## src/include/nmls_pkg.sv

```systemverilog
// Purpose: shared constants and types for the nibble core load/store executor
// Assumes: 4-bit data path, 8-bit data address, 12-bit table pointer
// Notes: opcode values and field positions live here only
package nmls_pkg;
	localparam int NIB_W = 4;
	localparam int RAM_AW = 8;
	localparam int TP_W = 12;
	localparam int BYTE_W = 8;

	// full one-byte opcodes
	localparam logic [7:0] OPC_LD_A_IND = 8'h0C;
	localparam logic [7:0] OPC_LD_A_DIR = 8'h3C;
	localparam logic [7:0] OPC_LD_PAIR = 8'h28;
	localparam logic [7:0] OPC_TBL_LO = 8'h33;
	localparam logic [7:0] OPC_TBL_HI = 8'h32;
	localparam logic [7:0] OPC_ST_IND = 8'h0F;
	localparam logic [7:0] OPC_ST_INC = 8'h1A;
	localparam logic [7:0] OPC_ST_DIR = 8'h3F;

	// upper-nibble groups carrying an immediate in the lower nibble
	localparam logic [3:0] GRP_LD_A_IMM = 4'h4;
	localparam logic [3:0] GRP_LD_H_IMM = 4'hC;
	localparam logic [3:0] GRP_LD_L_IMM = 4'hE;

	// field positions
	localparam int OPC_HI_MSB = 7;
	localparam int OPC_HI_LSB = 4;
	localparam int OPC_LO_MSB = 3;
	localparam int OPC_LO_LSB = 0;
	localparam int PAIR_KEEP_LSB = 2;
	localparam int ROM_HI_MSB = 7;
	localparam int ROM_HI_LSB = 4;
	localparam int ROM_LO_MSB = 3;
	localparam int ROM_LO_LSB = 0;

	// reset values and increment/limit constants
	localparam logic [NIB_W-1:0] NIB_RESET = 4'h0;
	localparam logic [TP_W-1:0] TP_RESET = 12'h000;
	localparam logic [RAM_AW-1:0] ADDR_RESET = 8'h00;
	localparam logic [NIB_W-1:0] NIB_ONE = 4'h1;
	localparam logic [NIB_W-1:0] NIB_ALL = 4'hF;
	localparam logic [TP_W-1:0] TP_ONE = 12'h001;

	typedef struct packed {
		logic carry;
		logic zero;
		logic status;
	} nmls_flags_t;

	localparam nmls_flags_t FLAGS_RESET = '{carry: 1'b0, zero: 1'b0, status: 1'b1};

	typedef enum logic [2:0] {
		ST_IDLE = 3'b001,
		ST_C1 = 3'b010,
		ST_C2 = 3'b100
	} nmls_state_t;

	typedef enum logic [11:0] {
		K_NONE = 12'b000000000001,
		K_LD_A_IND = 12'b000000000010,
		K_LD_A_DIR = 12'b000000000100,
		K_LD_PAIR = 12'b000000001000,
		K_LD_A_IMM = 12'b000000010000,
		K_LD_H_IMM = 12'b000000100000,
		K_LD_L_IMM = 12'b000001000000,
		K_TBL_LO = 12'b000010000000,
		K_TBL_HI = 12'b000100000000,
		K_ST_IND = 12'b001000000000,
		K_ST_INC = 12'b010000000000,
		K_ST_DIR = 12'b100000000000
	} nmls_kind_t;
endpackage

```

## src/design/nmls_core.sv

```systemverilog
// Purpose: executes the load/store subset of the nibble core move instructions
// Assumes: instruction bytes and ROM data come from logic on clk_i; ROM read has one cycle latency
// Notes: one instruction cycle is one clk_i period after acceptance
// Behaviour
// - 0x0C loads accumulator from pointer-addressed RAM
// - 0x3C loads accumulator from direct address
// - 0x28 loads low/high pointers from aligned pair
// - 0x4k loads immediate into accumulator
// - 0xCk loads immediate into high pointer
// - 0x33 loads ROM low nibble via table pointer
// - 0x32 loads ROM high nibble, bumps pointer
// - 0x1A stores, increments low pointer, status=0 only when the low pointer wraps from 0xF
// - 0x3F stores accumulator at direct address
`timescale 1ns/1ps
module nmls_core #(
	parameter int AW = nmls_pkg::RAM_AW,
	parameter int TW = nmls_pkg::TP_W
) (
	input wire logic clk_i,
	input wire logic reset_i,
	input wire logic ce_i,
	input wire logic instr_valid_i,
	input wire logic [7:0] instr_op_i,
	input wire logic [7:0] instr_arg_i,
	input wire logic tp_load_i,
	input wire logic [TW-1:0] tp_value_i,
	input wire logic carry_load_i,
	input wire logic carry_value_i,
	input wire logic [7:0] rom_data_i,
	output logic [TW-1:0] rom_addr_o,
	output logic busy_o,
	output logic done_o,
	output logic illegal_o,
	output logic [3:0] acc_o,
	output logic [3:0] high_pointer_reg_o,
	output logic [3:0] low_pointer_reg_o,
	output nmls_pkg::nmls_flags_t flags_o
);
	nmls_pkg::nmls_state_t state;
	nmls_pkg::nmls_state_t next_state;
	nmls_pkg::nmls_kind_t kind;
	nmls_pkg::nmls_kind_t next_kind;
	logic [3:0] imm;
	logic [AW-1:0] addr_q;
	logic [AW-1:0] next_addr;
	logic [AW-1:0] ram_addr;
	logic ram_we;
	logic [3:0] ram_rdata;
	logic accept;
	logic two_cycle;
	logic final_c;
	logic [3:0] next_acc;
	logic acc_wr;
	logic [3:0] next_low;
	logic low_wr;
	logic [3:0] next_high;
	logic high_wr;

	assign accept = instr_valid_i && (state == nmls_pkg::ST_IDLE);

	// opcode decode into one execution kind
	always_comb
	begin
		next_kind = nmls_pkg::K_NONE;
		case (instr_op_i)
			nmls_pkg::OPC_LD_A_IND: next_kind = nmls_pkg::K_LD_A_IND;
			nmls_pkg::OPC_LD_A_DIR: next_kind = nmls_pkg::K_LD_A_DIR;
			nmls_pkg::OPC_LD_PAIR: next_kind = nmls_pkg::K_LD_PAIR;
			nmls_pkg::OPC_TBL_LO: next_kind = nmls_pkg::K_TBL_LO;
			nmls_pkg::OPC_TBL_HI: next_kind = nmls_pkg::K_TBL_HI;
			nmls_pkg::OPC_ST_IND: next_kind = nmls_pkg::K_ST_IND;
			nmls_pkg::OPC_ST_INC: next_kind = nmls_pkg::K_ST_INC;
			nmls_pkg::OPC_ST_DIR: next_kind = nmls_pkg::K_ST_DIR;
			default:
			begin
				case (instr_op_i[nmls_pkg::OPC_HI_MSB:nmls_pkg::OPC_HI_LSB])
					nmls_pkg::GRP_LD_A_IMM: next_kind = nmls_pkg::K_LD_A_IMM;
					nmls_pkg::GRP_LD_H_IMM: next_kind = nmls_pkg::K_LD_H_IMM;
					nmls_pkg::GRP_LD_L_IMM: next_kind = nmls_pkg::K_LD_L_IMM;
					default: next_kind = nmls_pkg::K_NONE;
				endcase
			end
		endcase
	end

	// data address chosen at acceptance
	always_comb
	begin
		case (next_kind)
			nmls_pkg::K_LD_A_DIR, nmls_pkg::K_ST_DIR: next_addr = instr_arg_i[AW-1:0];
			nmls_pkg::K_LD_PAIR: next_addr = {instr_arg_i[AW-1:nmls_pkg::PAIR_KEEP_LSB], 2'b00};
			default: next_addr = {high_pointer_reg_o, low_pointer_reg_o};
		endcase
	end

	// ram address: new address on accept, held address later; second word of a pair in cycle 1 (ST_C1)
	always_comb
	begin
		if (accept)
		begin
			ram_addr = next_addr;
		end
		else if (state == nmls_pkg::ST_C1 && kind == nmls_pkg::K_LD_PAIR)
		begin
			ram_addr = {addr_q[AW-1:1], 1'b1};
		end
		else
		begin
			ram_addr = addr_q;
		end
	end

	// stores write in their first cycle
	assign ram_we = (state == nmls_pkg::ST_C1) && ((kind == nmls_pkg::K_ST_IND) || (kind == nmls_pkg::K_ST_INC)
		|| (kind == nmls_pkg::K_ST_DIR));

	assign two_cycle = (kind == nmls_pkg::K_LD_A_DIR) || (kind == nmls_pkg::K_LD_PAIR) || (kind == nmls_pkg::K_TBL_LO)
		|| (kind == nmls_pkg::K_TBL_HI) || (kind == nmls_pkg::K_ST_DIR);
	assign final_c = (state == nmls_pkg::ST_C2) || (state == nmls_pkg::ST_C1 && !two_cycle);

	nmls_ram #(
		.AW(AW),
		.DW(nmls_pkg::NIB_W)
	) u_ram (
		.clk_i(clk_i),
		.ce_i(ce_i),
		.we_i(ram_we),
		.addr_i(ram_addr),
		.wdata_i(acc_o),
		.rdata_o(ram_rdata)
	);

	// sequencing state
	always_comb
	begin
		case (state)
			nmls_pkg::ST_IDLE: next_state = instr_valid_i ? nmls_pkg::ST_C1 : nmls_pkg::ST_IDLE;
			nmls_pkg::ST_C1: next_state = two_cycle ? nmls_pkg::ST_C2 : nmls_pkg::ST_IDLE;
			nmls_pkg::ST_C2: next_state = nmls_pkg::ST_IDLE;
			default: next_state = nmls_pkg::ST_IDLE;
		endcase
	end

	always_ff @(posedge clk_i or posedge reset_i)
	begin
		if (reset_i)
		begin
			state <= nmls_pkg::ST_IDLE;
			busy_o <= 1'b0;
			done_o <= 1'b0;
			illegal_o <= 1'b0;
		end
		else if (ce_i)
		begin
			state <= next_state;
			busy_o <= (next_state != nmls_pkg::ST_IDLE);
			done_o <= final_c;
			illegal_o <= final_c && (kind == nmls_pkg::K_NONE);
		end
	end

	// instruction latch
	always_ff @(posedge clk_i or posedge reset_i)
	begin
		if (reset_i)
		begin
			kind <= nmls_pkg::K_NONE;
			imm <= nmls_pkg::NIB_RESET;
			addr_q <= nmls_pkg::ADDR_RESET;
		end
		else if (ce_i && accept)
		begin
			kind <= next_kind;
			imm <= instr_op_i[nmls_pkg::OPC_LO_MSB:nmls_pkg::OPC_LO_LSB];
			addr_q <= next_addr;
		end
	end

	// register results written at the final edge
	always_comb
	begin
		next_acc = acc_o;
		acc_wr = 1'b0;
		next_low = low_pointer_reg_o;
		low_wr = 1'b0;
		next_high = high_pointer_reg_o;
		high_wr = 1'b0;
		case (kind)
			nmls_pkg::K_LD_A_IND, nmls_pkg::K_LD_A_DIR:
			begin
				next_acc = ram_rdata;
				acc_wr = 1'b1;
			end
			nmls_pkg::K_LD_A_IMM:
			begin
				next_acc = imm;
				acc_wr = 1'b1;
			end
			nmls_pkg::K_TBL_LO:
			begin
				next_acc = rom_data_i[nmls_pkg::ROM_LO_MSB:nmls_pkg::ROM_LO_LSB];
				acc_wr = 1'b1;
			end
			nmls_pkg::K_TBL_HI:
			begin
				next_acc = rom_data_i[nmls_pkg::ROM_HI_MSB:nmls_pkg::ROM_HI_LSB];
				acc_wr = 1'b1;
			end
			nmls_pkg::K_LD_H_IMM:
			begin
				next_high = imm;
				high_wr = 1'b1;
			end
			nmls_pkg::K_LD_L_IMM:
			begin
				next_low = imm;
				low_wr = 1'b1;
			end
			nmls_pkg::K_ST_INC:
			begin
				next_low = low_pointer_reg_o + nmls_pkg::NIB_ONE;
				low_wr = 1'b1;
			end
			default:
			begin
				next_acc = acc_o;
			end
		endcase
	end

	// accumulator and pointer registers; pair load fills low then high
	always_ff @(posedge clk_i or posedge reset_i)
	begin
		if (reset_i)
		begin
			acc_o <= nmls_pkg::NIB_RESET;
			low_pointer_reg_o <= nmls_pkg::NIB_RESET;
			high_pointer_reg_o <= nmls_pkg::NIB_RESET;
		end
		else if (ce_i)
		begin
			if (kind == nmls_pkg::K_LD_PAIR && state == nmls_pkg::ST_C1)
				low_pointer_reg_o <= ram_rdata;
			else if (final_c && low_wr)
				low_pointer_reg_o <= next_low;
			if (kind == nmls_pkg::K_LD_PAIR && state == nmls_pkg::ST_C2)
				high_pointer_reg_o <= ram_rdata;
			else if (final_c && high_wr)
				high_pointer_reg_o <= next_high;
			if (final_c && acc_wr)
				acc_o <= next_acc;
		end
	end

	// flags: carry only from outside, zero on accumulator loads and on 0x1A (from the new low pointer), status per instruction
	always_ff @(posedge clk_i or posedge reset_i)
	begin
		if (reset_i)
		begin
			flags_o <= nmls_pkg::FLAGS_RESET;
		end
		else if (ce_i)
		begin
			if (carry_load_i)
				flags_o.carry <= carry_value_i;
			if (final_c && kind != nmls_pkg::K_NONE)
			begin
				if (kind == nmls_pkg::K_ST_INC)
				begin
					flags_o.zero <= (next_low == nmls_pkg::NIB_RESET);
					flags_o.status <= (low_pointer_reg_o != nmls_pkg::NIB_ALL);
				end
				else
				begin
					flags_o.status <= 1'b1;
					if (acc_wr)
						flags_o.zero <= (next_acc == nmls_pkg::NIB_RESET);
				end
			end
		end
	end

	// table pointer drives the ROM address directly
	always_ff @(posedge clk_i or posedge reset_i)
	begin
		if (reset_i)
		begin
			rom_addr_o <= nmls_pkg::TP_RESET;
		end
		else if (ce_i)
		begin
			if (final_c && kind == nmls_pkg::K_TBL_HI)
				rom_addr_o <= rom_addr_o + nmls_pkg::TP_ONE;
			else if (tp_load_i && state == nmls_pkg::ST_IDLE && !instr_valid_i)
				rom_addr_o <= tp_value_i;
		end
	end
endmodule

```

## src/design/nmls_ram.sv

```systemverilog
// Purpose: nibble-wide data RAM with registered read data
// Assumes: one clock, write and read share one address
// Notes: read data reflect the addressed word one edge later
`timescale 1ns/1ps
module nmls_ram #(
	parameter int AW = 8,
	parameter int DW = 4
) (
	input wire logic clk_i,
	input wire logic ce_i,
	input wire logic we_i,
	input wire logic [AW-1:0] addr_i,
	input wire logic [DW-1:0] wdata_i,
	output logic [DW-1:0] rdata_o
);
	logic [DW-1:0] mem [0:(1<<AW)-1];

	// write port
	always_ff @(posedge clk_i)
	begin
		if (ce_i && we_i)
		begin
			mem[addr_i] <= wdata_i;
		end
	end

	// registered read port
	always_ff @(posedge clk_i)
	begin
		if (ce_i)
		begin
			rdata_o <= mem[addr_i];
		end
	end
endmodule

```

## config.mk

```make
export PLATFORM = sky130hd
export DESIGN_NAME = nmls_core
export DESIGN_NICKNAME = d
export VERILOG_FILES = /design/src/include/nmls_pkg.sv /design/src/design/nmls_core.sv /design/src/design/nmls_ram.sv
export SDC_FILE = /design/constraint.sdc
export NUM_CORES = 1
export LEC_CHECK = 0
export BUFFER_PORTS_ARGS = -buffer_cell sky130_fd_sc_hd__buf_2
export CAP_MARGIN = 30
export CORE_MARGIN = 4
export CORE_UTILIZATION = 40
export DETAILED_ROUTE_END_ITERATION = 10
export HOLD_SLACK_MARGIN = 0.12
export REMOVE_ABC_BUFFERS = 1
export SKIP_CTS_REPAIR_TIMING = 1
export SLEW_MARGIN = 5
export SYNTH_ARGS = -nofsm -noshare
export SYNTH_HDL_FRONTEND = slang
export SYNTH_HIERARCHICAL = 1
export SYNTH_SLANG_ARGS = --single-unit
```

## constraint.sdc

```tcl
create_clock -name clk_i -period 3.94 [get_ports clk_i]
set_input_delay 0.197 -clock clk_i [delete_from_list [all_inputs] [get_ports clk_i]]
set_output_delay 0.197 -clock clk_i [all_outputs]
set_load 0.01 [all_outputs]
```

==> results.sh, run 1 <==
export IMPL_firstDrtPassIters=5
export IMPL_crit_family="simple AND/OR/NAND/NOR gates"
export IMPL_yosys_area_top_type="edfxtp_1"
export IMPL_drive_gt1_share_pct=31.8
export IMPL_antenna_found_initial=3
export IMPL_finalCritPeriodShare_pct=104
export IMPL_grt_pass1_vias=24300
export IMPL_synth_avg_cell_area_um2=18.6
export IMPL_setup_ws_ns=-0.153
export IMPL_p_sw_w=0.00707
export IMPL_yosysTopAreaCellShare_pct=70.9
export IMPL_vias=24000
export IMPL_wirelength_um=110000
export IMPL_grt_pass1_wl_um=160000
export IMPL_rsz0062_at_grt="yes"
export IMPL_ys_ff_latch=1085
export IMPL_max_freq_mhz=244
export IMPL_pwr_share_comb_pct=15.2
export IMPL_critical_path_class="reg -> reg"
export IMPL_slew_viol_final=0
export IMPL_power_density_nw_per_um2=543
export IMPL_placed_cells=3923
export IMPL_dp_hpwl_um=69000
export IMPL_path_clk_slew_ns=0.06
export IMPL_cts_root_buf="clkbuf_16"
export IMPL_final_nets=2766
export IMPL_remaining_drc_errors=0
export IMPL_final_hold_viol_count=0
export IMPL_r2r_slack_ns=-0.15
export IMPL_yosys_warnings=6
export IMPL_via_per_inst=5.70
export IMPL_slowest_delay_ns=0.51
export IMPL_yosysSeqAreaShare_pct=74.2
export IMPL_num_rows=120
export IMPL_netlist_instances=2338
export IMPL_drv_cap=0
export IMPL_leakage_nw=16.4
export IMPL_power_frac_seq_pct=47.2
export IMPL_worstPathArrival_ns=4.50
export IMPL_netlist_cell_type_count=67
export IMPL_drtAntennaViolNets=0
export IMPL_fin_cells=4218
export IMPL_hp_class="in -> reg"
export IMPL_core_um2=108000
export IMPL_ctsHtreeMaxLevel=3
export IMPL_initial_core_util_pct=40.5
export IMPL_setup_viol=4
export IMPL_hold_slack_ns=0.112
export IMPL_crit_buf_inv=6
export IMPL_grt_start_max_net_pins=118
export IMPL_cts_sinks=1085
export IMPL_p_sw_share_pct=24.7
export IMPL_p_clk_share_pct=37.7
export IMPL_cp_required_ns=4.35
export IMPL_die_w_um=338
export IMPL_finClkSkew_ns=0.0193
export IMPL_synthArstFlopShare_pct=5.25
export IMPL_io_buffers=72
export IMPL_worst_slew_pin_slew_ns=0.933
export IMPL_ir_worst_vdd_v=0.000374
export IMPL_violations="negative setup slack"
export IMPL_drt_wirelength_per_cell_um=26.0
export IMPL_synthTopCellsByArea="edfxtp_1 (71%), mux4_2 (13%), dfrtp_1 (3.1%)"
export IMPL_slew_headroom_pct=37.8
export IMPL_endpoint_kind="flip-flop"
export IMPL_insertion_delay_ns=0.70
export IMPL_cts_buffers=110
export IMPL_path_max_fanout=8
export IMPL_overflow=0
export IMPL_min_period_ns=4.09
export IMPL_path_cells="nor3_1 > nand2_1 > or4_4 > inv_2 > nor3_2 > a21oi_4 > buf_12 > clkbuf_16 > buf_12 > buf_12 > mux4_2 > a22oi_1 > a21oi_1 > o41ai_2 > buf_4 > nand4_1"
export IMPL_grt_usage_pct=18.9
export IMPL_synth_edff_count=1028
export IMPL_cts_tree="built"
export IMPL_ys_flop_type="edfxtp_1"
export IMPL_setup_worst_path_start_class="flip-flop"
export IMPL_final_fill_count=8628
export IMPL_synthToLayoutAreaGrowth_pct=21.2
export IMPL_cp_common_cell="buf_12"
export IMPL_netlist_area_um2=43600
export IMPL_ioPinCount=73
export IMPL_internal_power_w=0.0216
export IMPL_dieArea_um2=114000
export IMPL_clk_path_buf_depth=3
export IMPL_drt_iter0_drc=2445
export IMPL_status="finished with violations"
export IMPL_dieHeight_um=338
export IMPL_critPathSlowestCell="or4_4"
export IMPL_gp_congestion=0.836
logic make-up after synthesis:
kind of cell	Yosys count	synth area share, %
AOI/OAI and AO/OA	308	4.85
adders and majority gates	2	0.0574
xor gates and xnor gates	6	0.121
muxes	286	14.0
DFF	1085	74.2
and+or+nand+nor	482	4.93
buffers and inverters	169	1.84
power groups by stage:
stage	Clock, W	Combinational (W)	Sequential, W
floorplan	0	0.00278	0.0140
global placement	0	0.00385	0.0137
detailed placement	0	0.00391	0.0138
CTS	0.0110	0.00392	0.0135
global route	0.0116	0.00462	0.0135
finish	0.0108	0.00435	0.0135
tightest hold or removal path: stages:
cell and delay (ns):
buf_2 0.11, nand4_1 0.08, a21oi_1 0.15, nor4b_1 0.07, a22o_1 0.19
synth_stat cells (5+ instances only):
cell type,number
buf_1,6
a2bb2oi_1,6
buf_4,7
mux4_2,249
buf_6,12
nor2b_1,9
nand2b_1,5
buf_2,20
nand4_1,13
nor3b_1,5
a21oi_1,88
mux2_2,18
o21ai_0,33
nand3_1,17
mux2i_1,12
inv_1,14
nor4_1,8
and2_1,8
nand2_1,76
mux4_1,7
clkbuf_1,106
o41ai_1,15
a22oi_1,130
nand3b_1,7
nor3_1,13
edfxtp_1,1028
dfrtp_1,54
nor2_1,294
area by class of cell:
cell class	instances	area [um2]	area share [%]
antenna	1	2.50	0.00474
multi-input combinational	1084	10800	20.5
timing repair buffer	426	4100	7.76
sequential	1085	32300	61.2
tap	1403	1760	3.32
clock inverter	78	931	1.76
clock buffer	127	2820	5.33
inverter	14	52.6	0.0995
routing by layer:
layer  share of wire, %  track usage [%]
met5                  0                0
met1                 41             26.0
met3                7.7             3.58
met4                2.8             5.87
met2                 49             30.8
flip-flops by register name, summed over array words and instances, names as in the netlist, 3 cells and up:
name                flops
u_ram/mem            1024
state                   3
high_pointer_reg_o      4
flags_o                 3
low_pointer_reg_o       4
kind                   12
rom_addr_o             12
u_ram/rdata_o           4
imm                     4
addr_q                  8
acc_o                   4
layout by cell type (no fill, tap or decap), drive strengths merged, types with 5 or more instances in the layout:
cell type    netlist  final
dlygate4sd3        0     48
nand4             13     13
o21ai             35     35
nor2b              9      9
o41ai             17     17
nand2             76     76
bufinv             0     20
edfxtp          1028   1028
inv               14     21
a21oi             89     89
a22oi            130    130
mux4             256    256
and2               8      8
clkinv             0     47
nor3              13     13
nor2             294    294
a2bb2oi            6      6
dfrtp             54     54
nand3             17     17
mux2i             12     12
nor4              10     10
nand2b             5      5
nor3b              6      6
buf               47    367
nand3b             7      7
mux2              18     18
clkbuf           108    138
per-stage QoR:
| stage | instance area (um2) | setup WS (ns) | total power, W | TNS [ns] | utilization (%) |
|---|---|---|---|---|---|
| 6_report | 52800 | -0.153 | 0.0286 | -0.505 | 49.1 |
| 5_1_grt | 52800 | -0.327 | 0.0297 | -18.11 | 49.0 |
| 4_1_cts | 51300 | -0.447 | 0.0284 | -1.58 | 47.7 |
| 3_5_place_dp | 47600 | -0.396 | 0.0177 | -1.42 | 44.2 |
| 3_3_place_gp | 47600 | -0.416 | 0.0176 | -1.52 | 44.2 |
| 2_1_floorplan | 42800 | -23.15 | 0.0168 | - | - |
final timing paths:
path,cells past startpoint,end,startpoint
setup / recovery,16,u_ram/rdata_o[0],kind[4]
hold / removal,5,kind[0],instr_op_i[0]
setup reg to reg,16,u_ram/rdata_o[0],kind[4]
hold reg to reg,2,addr_q[2],addr_q[2]
max in group asynchronous,5,kind[0],reset_i
min in group asynchronous,4,acc_o[3],reset_i
Power figures use the tool's default switching activity.
==> run 2, diff against run 1 <==
Settings changed: PLACE_DENSITY_LB_ADDON from default to 0.05.
==> run 2 against run 1 <==
  * The run still ends with negative setup slack left
  * Combinational power up 4%
  * Register-to-register slack worse by 0.10 ns
  * Routed wire length up 8.9%
  * Sequential share of layout area down 1.5 points
  * Clock skew down 0.00076 ns
  * Non-clock buffer count up 176
  * Maximum frequency down 2.4%
  * Power down 1.0%
  * Largest power group unchanged
  * Highest routed layer is now met5
==> results.sh, run 2 (synthesis results as in run 1) <==
export IMPL_status="finished with violations"
export IMPL_violations="negative setup slack"
export IMPL_path_clk_slew_ns=0.06
export IMPL_rsz0062_at_grt="yes"
export IMPL_vias=24300
export IMPL_io_buffers=72
export IMPL_critPathCapture="u_ram/rdata_o[0]"
export IMPL_remaining_drc_errors=0
export IMPL_setup_worst_path_start_class="flip-flop"
export IMPL_fin_cells=4399
export IMPL_hp_class="in -> reg"
export IMPL_power_density_nw_per_um2=524
export IMPL_r2r_end="u_ram/rdata_o[0]"
export IMPL_leakage_nw=17.3
export IMPL_drt_iter0_drc=2018
export IMPL_cts_root_buf="clkbuf_16"
export IMPL_finClkSkew_ns=0.0186
export IMPL_clk_path_buf_depth=3
export IMPL_setup_viol=4
export IMPL_worst_slew_pin_slew_ns=0.970
export IMPL_dp_slack_ns=-1.03
export IMPL_drive_gt1_share_pct=36.4
export IMPL_endpoint_kind="flip-flop"
export IMPL_drtAntennaViolNets=0
export IMPL_ir_worst_vdd_v=0.000427
export IMPL_grt_pass1_wl_um=175000
export IMPL_firstDrtPassIters=5
export IMPL_reg2regPathDepth=16
export IMPL_regMostFlops="u_ram/mem"
export IMPL_gp_congestion=0.832
export IMPL_insertion_delay_ns=0.70
export IMPL_antenna_found_initial=2
export IMPL_layout_common_cells="edfxtp_1 (1028), buf_4 (406), nor2_1 (293)"
export IMPL_critical_path_class="reg -> reg"
export IMPL_slew_headroom_pct=35.3
export IMPL_drt_wirelength_per_cell_um=27.2
export IMPL_drv_cap=0
export IMPL_setup_ws_ns=-0.254
export IMPL_cts_sinks=1085
export IMPL_fin_util_pct=50.2
export IMPL_slew_viol_final=0
export IMPL_cts_buffers=115
export IMPL_num_rows=120
export IMPL_min_period_ns=4.19
export IMPL_initial_core_util_pct=40.5
export IMPL_reg2reg_from="kind[6]"
export IMPL_grt_usage_pct=20.9
export IMPL_r2r_slack_ns=-0.25
export IMPL_largest_register_ffs=1024
export IMPL_max_freq_mhz=238
export IMPL_wirelength_um=119000
export IMPL_placed_cells=4108
export IMPL_grt_start_max_net_pins=118
export IMPL_path_max_fanout=8
export IMPL_via_per_inst=5.52
export IMPL_crit_path_start="kind[6]"
export IMPL_dieHeight_um=338
export IMPL_synthToLayoutAreaGrowth_pct=24.2
export IMPL_core_um2=108000
export IMPL_ioPinCount=73
export IMPL_hold_slack_ns=0.109
export IMPL_final_nets=2947
export IMPL_cts_tree="built"
export IMPL_ctsHtreeMaxLevel=3
export IMPL_dp_hpwl_um=78200
export IMPL_cp_required_ns=4.36
export IMPL_overflow=0
export IMPL_dieArea_um2=114000
export IMPL_final_hold_viol_count=0
export IMPL_final_fill_count=8784
export IMPL_finalCritPeriodShare_pct=106
export IMPL_reg_top3="u_ram/mem: 1024 flops, kind: 12 flops, rom_addr_o: 12 flops"
export IMPL_grt_pass1_vias=25200
export IMPL_final_common_cell="edfxtp_1"
export IMPL_die_w_um=338
export IMPL_worstPathArrival_ns=4.61
-- run 2: cell count changes in the layout (fill, tap and decap cells not counted), sizes merged --
cell and delta:
clkbuf +3, bufinv -12, clkinv +2, clkinvlp +9
inv -1, buf +186, dlygate4sd3 -6
-- run 2: power breakdown --
part | switching (W) | internal [W]
Sequential | 0.000295 | 0.0132
Combinational | 0.00251 | 0.00200
Clock | 0.00443 | 0.00590
Total | 0.00724 | 0.0211
-- run 2: worst max-delay path, cell delays in order, from the launching register on --
cell and delay (ns):
dfrtp_1 0.41, nor4_4 0.34, nand2_1 0.13, or4_4 0.50
inv_2 0.07, nor3_2 0.05, a21oi_4 0.15, buf_12 0.16
buf_8 0.13, buf_12 0.18, clkbuf_16 0.19, mux4_2 0.49
a22oi_1 0.29, a21oi_1 0.22, o41ai_2 0.28, buf_4 0.21
nand4_1 0.09
-- run 2: worst min-delay path by stage --
stage,startpoint,end,cells past startpoint
floorplan,ce_i,busy_o,1
finish,rom_data_i[2],acc_o[2],5
global route,instr_op_i[7],kind[2],6
global placement,reset_i,rom_addr_o[1],2
detailed placement,reset_i,flags_o[2],2
CTS,reset_i,flags_o[2],2
-- run 2: through the flow --
step / cell area, um2 / setup TNS (ns) / power, W
detailed placement: 49200 / -8.82 / 0.0180
finish: 54100 / -0.808 / 0.0284
CTS: 52800 / -14.53 / 0.0283
global route: 54100 / -1.49 / 0.0295
floorplan: 42800 / - / 0.0168
global placement: 49100 / -11.00 / 0.0179
-- run 2: layer usage --
layer	vias to the layer above	GRT usage, %	routed length [um]
li1	10700	-	-
met1	12900	29.6	52800
met2	627	34.9	58500
met3	161	3.09	5670
met4	2	4.38	2540
met5	-	0	13
-- run 2: final cells by class --
class / count / area (um2) / area share [%]
Clock buffer: 134 / 2970 / 5.49
Antenna cell: 1 / 2.50 / 0.00463
Tap cell: 1403 / 1760 / 3.25
Timing Repair Buffer: 602 / 5500 / 10.2
Multi-Input combinational cell: 1084 / 10900 / 20.1
Clock inverter: 76 / 629 / 1.16
Inverter: 14 / 52.6 / 0.0972
Sequential cell: 1085 / 32300 / 59.7
